$ cat config.mk
export PLATFORM = sky130hd
export DESIGN_NAME = ioc_cell
export DESIGN_NICKNAME = d
export VERILOG_FILES = /design/src/ioc_pkg.sv /design/src/ioc_cell.sv
export VERILOG_INCLUDE_DIRS = /design/src /design/src/src
export SDC_FILE = /design/constraint.sdc
export NUM_CORES = 1
export LEC_CHECK = 0
export BUFFER_PORTS_ARGS = -buffer_cell sky130_fd_sc_hd__clkbuf_2
export CORE_MARGIN = 5
export CORE_UTILIZATION = 43
export CTS_CLUSTER_SIZE = 30
export DETAILED_ROUTE_END_ITERATION = 10
export GPL_ROUTABILITY_DRIVEN = 0
export PLACE_DENSITY = 0.78
export SETUP_SLACK_MARGIN = 0.1
export SLEW_MARGIN = 20
export SYNTH_ARGS = -nofsm -noshare
export SYNTH_HDL_FRONTEND = slang
export SYNTH_SLANG_ARGS = --single-unit
$ cat constraint.sdc
create_clock -name clk_in -period 1.35 [get_ports clk_in]
set_input_delay 0.27 -clock clk_in [delete_from_list [all_inputs] [get_ports clk_in]]
set_output_delay 0.27 -clock clk_in [all_outputs]
set_load 0.02 [all_outputs]
$ cat src/ioc_params.svh
/*
 * constants of the configurable i/o cell: register offsets, control
 * field positions, reset values and the soft start-up timing.
 * assumes a 25 MHz core clock and avalon byte addressing.
 */
`ifndef IOC_PARAMS_SVH
`define IOC_PARAMS_SVH

// ----------------------------------------
// register map (byte addresses)
// ----------------------------------------
`define IOC_ADDR_W 4
`define IOC_CTRL_ADDR 4'h0
`define IOC_STAT_ADDR 4'h4
`define IOC_CTRL_RESET 9'h000

// ----------------------------------------
// control fields
// ----------------------------------------
`define IOC_F_DIR_LO 0
`define IOC_F_DIR_HI 1
`define IOC_F_LATCH 2
`define IOC_F_CLK_INV 3
`define IOC_F_FAST 4
`define IOC_F_OPEN_DRAIN 5
`define IOC_F_FLOAT_NODE 6
`define IOC_F_FLOAT_INV 7
`define IOC_F_RELEASE 8

// ----------------------------------------
// timing
// ----------------------------------------
`define IOC_CLK_NS 40
`define IOC_SOFT_NS 200
`define IOC_SOFT_CYC ((`IOC_SOFT_NS + `IOC_CLK_NS - 1) / `IOC_CLK_NS)

`endif

$ cat src/ioc_pkg.sv
/*
 * types of the configurable i/o cell: direction modes, start-up
 * states, configuration and boundary-scan carriers.
 * assumes ioc_params.svh for all numeric constants.
 */
package ioc_pkg;

	typedef enum logic [1:0] {
		IOC_DIR_IN = 2'h0,
		IOC_DIR_OUT = 2'h1,
		IOC_DIR_BIDIR = 2'h2,
		IOC_DIR_RSVD = 2'h3
	} ioc_dir_t;

	// gray path: config -> soft -> user
	typedef enum logic [1:0] {
		IOC_ST_CONFIG = 2'h0,
		IOC_ST_SOFT = 2'h1,
		IOC_ST_USER = 2'h3
	} ioc_state_t;

	typedef struct packed {
		logic release_out;
		logic float_inv;
		logic float_node;
		logic open_drain;
		logic fast;
		logic clk_inv;
		logic latch;
		ioc_dir_t dir;
	} ioc_cfg_t;

	typedef struct packed {
		logic extest;
		logic data;
		logic oe;
	} ioc_bscan_t;

endpackage

$ cat src/ioc_cell.sv
/*
 * one configurable i/o cell joining a single pin to the array:
 * two direct input paths, a flop/latch input store, a three-state
 * driver with open-drain use, soft start-up slew control and the
 * device-wide float line. configured over avalon-mm.
 * assumes pad and array inputs synchronous to clk_in; the pin wire
 * is resolved outside from pad_out/pad_oe_out.
 */
// Chosen here: the placing of the registers and the Avalon-MM interface to the registers.
// Contract
// - the cell serves one pin and works as input, output or bidirectional.
// - two direct input paths bring the pin level into the array.
// - the input store is chosen as an edge flop or a level latch.
// - the flop form captures the pin on the rising edge of its clock.
// - the latch form passes the pin while its gate is high and holds while low.
// - the store clock or gate may be inverted for falling edge or low gate.
// - open drain drives data low and uses the output to steer the enable.
// - drivers default to slow slew and run fast only when chosen per pin.
// - the first activation after configuration runs at limited slew.
// - right after that activation each pin uses its own slew option.
// - the float line puts every user output in high impedance.
// - the float line has no effect during a boundary-scan external test.
// - the float line may come from a pin through an input buffer.
// - an optional inversion sits between that pin buffer and the float line.
// - the float line may instead come from any internal node.
`timescale 1ns/1ps
`include "ioc_params.svh"

module ioc_cell
	import ioc_pkg::*;
(
	input wire logic clk_in,
	input wire logic nrst_in,
	input wire logic [`IOC_ADDR_W-1:0] avs_address_in,
	input wire logic avs_read_in,
	input wire logic avs_write_in,
	input wire logic [31:0] avs_writedata_in,
	output logic [31:0] avs_readdata_out,
	output logic avs_waitrequest_out,
	input wire logic pad_in,
	output logic pad_out,
	output logic pad_oe_out,
	output logic slew_fast_out,
	input wire logic out_data_in,
	input wire logic out_en_in,
	input wire logic store_clk_in,
	output logic direct_input_path_a_out,
	output logic direct_input_path_b_out,
	output logic store_data_out,
	input wire logic float_pin_in,
	input wire logic float_node_in,
	input wire ioc_bscan_t bscan_in
);

	// ----------------------------------------
	// helpers
	// ----------------------------------------
	function automatic logic dir_drives(input ioc_dir_t d);
		dir_drives = (d == IOC_DIR_OUT) || (d == IOC_DIR_BIDIR);
	endfunction

	function automatic logic dir_senses(input ioc_dir_t d);
		// reserved code falls back to input only
		dir_senses = (d != IOC_DIR_OUT);
	endfunction

	localparam logic [3:0] SOFT_CYC = 4'(`IOC_SOFT_CYC);

	ioc_cfg_t cfg_reg;
	ioc_state_t state_reg;
	ioc_state_t state_next;
	logic [3:0] soft_cnt_reg;
	logic ack_reg;
	logic [31:0] rdata_reg;
	logic float_buf_reg;
	logic store_clk_prev_reg;
	logic store_reg;
	logic path_a_reg;
	logic path_b_reg;
	logic pad_out_reg;
	logic pad_oe_reg;
	logic slew_reg;
	logic req;
	logic float_line;
	logic float_eff;
	logic user_oe;
	logic user_data;
	logic gate_lvl;
	logic store_edge;

	// ----------------------------------------
	// avalon slave
	// ----------------------------------------
	// one wait cycle: read data settle before waitrequest drops
	assign req = avs_read_in || avs_write_in;
	assign avs_waitrequest_out = req && !ack_reg;
	assign avs_readdata_out = rdata_reg;

	always_ff @(posedge clk_in) begin
		if (!nrst_in) begin
			ack_reg <= 1'b0;
		end else begin
			ack_reg <= req && !ack_reg;
		end
	end

	always_ff @(posedge clk_in) begin
		if (!nrst_in) begin
			cfg_reg <= ioc_cfg_t'(`IOC_CTRL_RESET);
		end else if (avs_write_in && ack_reg &&
			avs_address_in == `IOC_CTRL_ADDR) begin
			cfg_reg <= ioc_cfg_t'(avs_writedata_in[`IOC_F_RELEASE:0]);
		end
	end

	always_ff @(posedge clk_in) begin
		if (!nrst_in) begin
			rdata_reg <= 32'h0000_0000;
		end else if (avs_read_in && !ack_reg) begin
			unique case (avs_address_in)
				`IOC_CTRL_ADDR: rdata_reg <= {23'h000000, cfg_reg};
				`IOC_STAT_ADDR: rdata_reg <= {25'h0000000, slew_reg,
					pad_oe_reg, float_eff, state_reg, store_reg, pad_in};
				default: rdata_reg <= 32'h0000_0000;
			endcase
		end
	end

	// ----------------------------------------
	// start-up sequencing
	// ----------------------------------------
	always_comb begin
		state_next = state_reg;
		unique case (state_reg)
			IOC_ST_CONFIG: begin
				if (cfg_reg.release_out) begin
					state_next = IOC_ST_SOFT;
				end
			end
			IOC_ST_SOFT: begin
				if (!cfg_reg.release_out) begin
					state_next = IOC_ST_CONFIG;
				end else if (soft_cnt_reg == SOFT_CYC - 4'h1) begin
					state_next = IOC_ST_USER;
				end
			end
			IOC_ST_USER: begin
				if (!cfg_reg.release_out) begin
					state_next = IOC_ST_CONFIG;
				end
			end
			default: state_next = IOC_ST_CONFIG;
		endcase
	end

	always_ff @(posedge clk_in) begin
		if (!nrst_in) begin
			state_reg <= IOC_ST_CONFIG;
		end else begin
			state_reg <= state_next;
		end
	end

	always_ff @(posedge clk_in) begin
		if (!nrst_in) begin
			soft_cnt_reg <= 4'h0;
		end else if (state_reg == IOC_ST_SOFT) begin
			soft_cnt_reg <= soft_cnt_reg + 4'h1;
		end else begin
			soft_cnt_reg <= 4'h0;
		end
	end

	// ----------------------------------------
	// input side
	// ----------------------------------------
	// optional store clock inversion
	assign gate_lvl = store_clk_in ^ cfg_reg.clk_inv;
	assign store_edge = gate_lvl && !(store_clk_prev_reg ^ cfg_reg.clk_inv);

	always_ff @(posedge clk_in) begin
		if (!nrst_in) begin
			store_clk_prev_reg <= 1'b0;
		end else begin
			store_clk_prev_reg <= store_clk_in;
		end
	end

	// flop or latch chosen by config
	always_ff @(posedge clk_in) begin
		if (!nrst_in) begin
			store_reg <= 1'b0;
		end else if (cfg_reg.latch) begin
			if (gate_lvl) begin
				store_reg <= pad_in;
			end
		end else if (store_edge) begin
			store_reg <= pad_in;
		end
	end

	always_ff @(posedge clk_in) begin
		if (!nrst_in) begin
			path_a_reg <= 1'b0;
			path_b_reg <= 1'b0;
		end else begin
			path_a_reg <= pad_in && dir_senses(cfg_reg.dir);
			path_b_reg <= pad_in && dir_senses(cfg_reg.dir);
		end
	end

	assign direct_input_path_a_out = path_a_reg;
	assign direct_input_path_b_out = path_b_reg;
	assign store_data_out = store_reg && dir_senses(cfg_reg.dir);

	// ----------------------------------------
	// global float
	// ----------------------------------------
	// pin source taken through an input buffer stage
	always_ff @(posedge clk_in) begin
		if (!nrst_in) begin
			float_buf_reg <= 1'b0;
		end else begin
			float_buf_reg <= float_pin_in;
		end
	end

	assign float_line = cfg_reg.float_node ? float_node_in :
		(float_buf_reg ^ cfg_reg.float_inv);
	// external test masks the float line
	assign float_eff = float_line && !bscan_in.extest;

	// ----------------------------------------
	// output side
	// ----------------------------------------
	// open drain: data low, output steers enable
	assign user_data = cfg_reg.open_drain ? 1'b0 : out_data_in;
	// only output modes may drive after release
	assign user_oe = (state_reg != IOC_ST_CONFIG) &&
		dir_drives(cfg_reg.dir) &&
		(cfg_reg.open_drain ? !out_data_in : out_en_in);

	// enable gated by float unless external test
	always_ff @(posedge clk_in) begin
		if (!nrst_in) begin
			pad_out_reg <= 1'b0;
			pad_oe_reg <= 1'b0;
		end else if (bscan_in.extest) begin
			pad_out_reg <= bscan_in.data;
			pad_oe_reg <= bscan_in.oe;
		end else begin
			pad_out_reg <= user_data;
			pad_oe_reg <= user_oe && !float_eff;
		end
	end

	// user phase follows the pin option
	always_ff @(posedge clk_in) begin
		if (!nrst_in) begin
			slew_reg <= 1'b0;
		end else begin
			slew_reg <= (state_reg == IOC_ST_USER) && cfg_reg.fast;
		end
	end

	assign pad_out = pad_out_reg;
	assign pad_oe_out = pad_oe_reg;
	assign slew_fast_out = slew_reg;

	// ----------------------------------------
	// checks
	// ----------------------------------------
	a_input_only_quiet: assert property (
		@(posedge clk_in) disable iff (!nrst_in)
		(cfg_reg.dir == IOC_DIR_IN && !bscan_in.extest) |=> !pad_oe_out)
		else $error("input-only pin drove");

	a_direct_path_a: assert property (
		@(posedge clk_in) disable iff (!nrst_in)
		(cfg_reg.dir == IOC_DIR_BIDIR) |=>
		direct_input_path_a_out == $past(pad_in) &&
		direct_input_path_b_out == $past(pad_in))
		else $error("direct path mismatch");

	a_flop_capture: assert property (
		@(posedge clk_in) disable iff (!nrst_in)
		(!cfg_reg.latch && !cfg_reg.clk_inv && store_clk_in &&
		!store_clk_prev_reg) |=> store_reg == $past(pad_in))
		else $error("flop missed rising edge");

	a_flop_hold: assert property (
		@(posedge clk_in) disable iff (!nrst_in)
		(!cfg_reg.latch && !store_edge) |=> $stable(store_reg))
		else $error("flop changed without edge");

	a_latch_hold: assert property (
		@(posedge clk_in) disable iff (!nrst_in)
		(cfg_reg.latch && !cfg_reg.clk_inv && !store_clk_in)
		|=> $stable(store_reg))
		else $error("latch not holding");

	a_latch_inv_pass: assert property (
		@(posedge clk_in) disable iff (!nrst_in)
		(cfg_reg.latch && cfg_reg.clk_inv && !store_clk_in)
		|=> store_reg == $past(pad_in))
		else $error("inverted latch not transparent");

	a_open_drain_pull: assert property (
		@(posedge clk_in) disable iff (!nrst_in)
		(cfg_reg.open_drain && state_reg == IOC_ST_USER &&
		dir_drives(cfg_reg.dir) && !float_eff && !bscan_in.extest)
		|=> !pad_out && (pad_oe_out == !$past(out_data_in)))
		else $error("open drain level wrong");

	a_soft_slow: assert property (
		@(posedge clk_in) disable iff (!nrst_in)
		(state_reg == IOC_ST_CONFIG && cfg_reg.release_out && cfg_reg.fast)
		|=> state_reg == IOC_ST_SOFT ##1 !slew_fast_out [*4])
		else $error("first activation not slew limited");

	a_user_slew: assert property (
		@(posedge clk_in) disable iff (!nrst_in)
		(state_reg == IOC_ST_USER) |=> slew_fast_out == $past(cfg_reg.fast))
		else $error("slew not per pin");

	a_slow_default: assert property (
		@(posedge clk_in) disable iff (!nrst_in)
		!cfg_reg.fast |=> !slew_fast_out)
		else $error("fast slew without option");

	a_float_quiet: assert property (
		@(posedge clk_in) disable iff (!nrst_in)
		float_eff |=> !pad_oe_out)
		else $error("float did not release pin");

	a_extest_owns: assert property (
		@(posedge clk_in) disable iff (!nrst_in)
		bscan_in.extest |=> pad_oe_out == $past(bscan_in.oe) &&
		pad_out == $past(bscan_in.data))
		else $error("extest lost the pin");

	a_float_pin_inv: assert property (
		@(posedge clk_in) disable iff (!nrst_in)
		(!cfg_reg.float_node && !bscan_in.extest && $past(nrst_in)) |->
		float_eff == ($past(float_pin_in) ^ cfg_reg.float_inv))
		else $error("float polarity wrong");

endmodule

Word-level counts from Yosys, hierarchy flattened
Index checks and enable logic that the tools add are counted.
Storage, ports and cells
  flip-flop bits (word level): 55
  logic and storage cells: 74
  output and inout port bits: 39
  input port bits: 49
Operators by class
  mux-type cells: 14
  equal/unequal tests: 11
  add/sub/neg operators: 1
  reductions and logical operators: 26
  bitwise logic cells: 3
Operator list (count)
  $pmux W9 S2: 1
  $logic_and A1 B1 Y1: 12
  $eq A4 B3 Y1 const B: 2
  $mux W1: 8
  $mux W2: 4
  $pmux W2 S3: 1
  $logic_not A1 Y1: 5
  $add A4 B1 Y4 const B: 1
  $eq A2 B1 Y1 const B: 2
  $eq A2 B2 Y1 const B: 2
  $logic_not A4 Y1: 1
  $ne A2 B1 Y1 const B: 2
  $ne A2 B2 Y1 const B: 2
  $reduce_and A2 Y1: 2
  $reduce_bool A2 Y1: 2
  $ne A3 B3 Y1 const B: 1
  $reduce_and A3 Y1: 1
  $xor A1 B1 Y1: 3
  $logic_not A2 Y1: 1
  $logic_or A1 B1 Y1: 2

Longest topological paths before layout
  depth in word-level cells: 6
  gate-level depth with buffers: 5
  gate-level depth less buffers: 5

Worst setup path after synthesis
No wires, ideal clock.
  kind: input port to flip-flop
  start point: in avs_address_in[1]
  end point: reg cfg_reg[0] (netlist bit)
  library setup time: 0.118 ns
  cell stages on the path: 4
  slack: 0.113 ns
  arrival time: 1.119 ns
  data required time: 1.232 ns
  path buffers: 1
  cell sequence: or4_1 > buf_2 > o21ai_1 > a21boi_1
Between the ends
  word-level cells in the longest chain between the ends: 2
RTL lines
  start: declaration: RTL line ioc_cell.sv:34  | input wire logic [`IOC_ADDR_W-1:0] avs_address_in,
  $logic_not A4 Y1
  $logic_and A1 B1 Y1 (no source line)
  end signal: assignment: RTL line ioc_cell.sv:109  | cfg_reg <= ioc_cfg_t'(`IOC_CTRL_RESET);
  end signal: assignment: RTL line ioc_cell.sv:112  | cfg_reg <= ioc_cfg_t'(avs_writedata_in[`IOC_F_RELEASE:0]);
  end: declaration: RTL line ioc_cell.sv:69  | ioc_cfg_t cfg_reg;
No other way between the ends.
A chain may end at the register's enable or synchronous reset.

Final worst setup path
  start point: reg cfg_reg[1] (netlist bit)
  end point: out store_data_out
Between the ends
  word-level cells in the longest chain between the ends: 2
RTL lines
  $ne A2 B1 Y1: RTL line ioc_cell.sv:64  | dir_senses = (d != IOC_DIR_OUT);
  $logic_and A1 B1 Y1: RTL line ioc_cell.sv:214  | assign store_data_out = store_reg && dir_senses(cfg_reg.dir);
  end: declaration: RTL line ioc_cell.sv:49  | output logic store_data_out,
No other way between the ends.

==> flow_summary.yaml <==
outcome:
  status: "finished, violations left"
  violations: "negative setup slack"
finish:
  antenna_cells: 0
  area_delta_synth_final_pct: 21.8
  nets: 273
  final_layout_size_suffix_gt1_share_pct: 29.7
  n_fill_cell: 333
power_and_ir_drop:
  leakage_nw: 0.824
  power.density_mw_per_mm2: 1060
  peakVddDrop_uv: 582
  finalPower_mw: 2.00
worst_setup_path:
  start_kind: "flip-flop"
  r2r_end: "avs_readdata_out[0]"
  critPathTopFamily: "flip-flops"
  max_stage_delay_ns: 0.35
  r2r-start: "ack_reg"
  crit_end: "store_data_out"
  crit_start: "cfg_reg[1]"
  worstPathRequired_ns: 1.08
  crit_slowest_cell: "dfxtp_2"
  arrival_ns: 1.10
  path_buf_inv: 2
  rr_worst_depth: 3
  rrSetupSlack_ns: 0.17
  path_cells: "inv_2, ha_4, nor2b_4, buf_6"
  worstPathMaxFanout: 2
  crit_path_end_kind: "output pin"
  cp.depth: 4
  crit_type: "reg2out"
synth:
  yosysTopAreaCell: "dfxtp_1"
  ys_warn_count: 0
  yosys.area.top_type_share_pct: 41.3
  syn_area_mm2: 0.00155
  syn_area_per_cell_um2: 8.91
  ys_seq_area_share_pct: 41.3
  ys_top_cells_by_area: "dfxtp_1, buf_4, a21boi_1, nand3_1, nor2_1"
  ys_types: 37
  ys_seq_elements: 32
  syn_inst: 174
sta:
  layout_setup_ws_ns: -0.0203
  finClkSkew_ns: 0.00955
  timing.final.crit_share_pct: 102
  hold_viol_final: 0
  setup_viol: 1
  fmax_ghz: 0.730
  finalCriticalPeriod_ns: 1.37
  rsz0062_at_grt: "true"
  drv_slew: 0
die:
  die-area_mm2: 0.00491
  die_w_um: 70.0
  die_h_um: 70.0
  io_pins: 88
  rows: 21
  core-area_mm2: 0.00342
  start_util_pct: 45.4
global_routing:
  track_usage_pct: 14.2
  antenna_found_initial: 0
  grt_pass1_wl_um: 5620
  grt_pass1_vias: 1272
  grt_overflow: 0
  grt_max_degree: 22
detailed_routing:
  drt_iter0_markers: 72
  first_pass_iters: 4
  wl_um: 3320
  drc: 0
  ant_nets: 0
  vias: 1288
  avgViaCountPerCell: 4.81
  routedWlPerCell_um: 12.4
clock_tree:
  clk_pin_slew_ns: 0.10
  clkSinkCount: 32
  cts_tree: "yes"
  clk_latency_ns: 0.34
  ctsHtreeMaxLevel: 2
  cts_buffers: 5
  cts-root-buf: "clkbuf_4"
  clockBufferDepth: 2
placed_design:
  dp_slack_ns: -0.0476
  hpwl_um: 2510
  io_buffers: 41
worst_hold_path:
  min_path_type: "in2reg"
job:
  drv_cap: 0
==> worst min-delay path by stage <==
| stage | start | end | slack (ns) | cells past startpoint |
|---|---|---|---|---|
| CTS | avs_writedata_in[8] | cfg_reg[8] | 0.14 | 3 |
| detailed placement | avs_readdata_out[8] | avs_readdata_out[8] | 0.45 | 2 |
| global route | avs_writedata_in[8] | cfg_reg[8] | 0.15 | 3 |
| finish | float_pin_in | float_buf_reg | 0.14 | 2 |
| global placement | avs_readdata_out[8] | avs_readdata_out[8] | 0.44 | 2 |
| floorplan | store_clk_in | store_clk_prev_reg | 0.39 | 1 |
==> worst reg2reg max path, stage by stage (launching register included) <==
cell      delay, ns
dfxtp_4        0.37
nand2b_1       0.29
a221oi_1       0.32
nor2_1         0.09
==> cell usage in the layout (no fill, tap or decap), types with 5 or more instances in the layout <==
cell type and count:
o21ai_0 7, conb_1 23, buf_4 8, clkbuf_2 39, dfxtp_1 30, inv_1 7, a21boi_1 11, clkbuf_4 5
a221oi_1 5, nand3_1 13, o21ai_1 9, nor2_1 13
==> area by class of cell <==
cell class	instances	area, um2	area share (%)
multi-input cells	124	777	41.2
flip-flops and latches	32	646	34.2
repair buffers	50	302	16.0
well taps	46	57.6	3.05
clock buffers	6	41.3	2.19
clock inverters	2	35.0	1.86
inverters	8	30.0	1.59
==> what timing repair did <==
| item | CTS | global route |
|---|---|---|
| hold buffers | 0 | 0 |
| pin swaps | 0 | 1 |
| endpoints found under the setup margin | 3 | 3 |
| setup buffers | 1 | 0 |
| cloned | 0 | 0 |
| hold endpoints to repair | 0 | 0 |
| resized for setup | 9 | 8 |
==> report_power, final <==
part | internal (mW) | switching [mW]
logic | 0.109 | 0.187
clock network | 0.388 | 0.326
registers | 0.972 | 0.0183
total | 1.47 | 0.531
==> cells by family (layout without fill, tap and decap cells) <==
logic type                 count (synthesis)  in the layout  synth area share [%]
AOI/OAI and AO/OA                         45             45                  19.7
and+or+nand+nor                           48             48                  17.4
DFF                                       32             32                  41.3
adders and majority gates                  3              3                  2.42
other                                      1             23                 0.242
xor gates and xnor gates                   5              5                  2.83
buffers and inverters                     40             66                  16.1
==> per-stage QoR <==
stage	util [%]	cells	area (um2)	hold WS [ns]	TNS, ns
after floorplan	-	196	1630	0.392	0
after global placement	51.2	259	1750	0.443	-0.409
after detailed placement	51.2	259	1750	0.451	-0.387
after CTS	54.5	268	1860	0.135	-0.0868
after global routing	55.3	268	1890	0.145	-0.0741
final	55.3	268	1890	0.143	-0.0203
==> synthesized netlist by cell type (all sizes together) <==
master,instances
nand2,4
a21boi,11
a211oi,1
o22a,1
nor2,14
or4,1
o211ai,2
nand3,13
nand3b,1
xor2,2
and3,1
ha,3
or3,1
nor4b,1
o21ai,16
xnor2,3
clkbuf,6
o2111a,1
and4,1
nor2b,3
buf,26
a221oi,6
a32o,1
dfxtp,32
nand2b,2
and3b,1
inv,8
nor4,1
a21oi,3
a22oi,1
and2,4
a31oi,1
conb,1
o2111ai,1
==> routing by layer <==
layer	GRT usage (%)	wire (um)	up-vias
met5	0	0	-
met1	16.5	1440	567
met2	22.7	1470	56
met3	5.74	349	5
met4	7.02	55	0
li1	-	-	660
No activity file was read; power rests on OpenSTA's default activity.
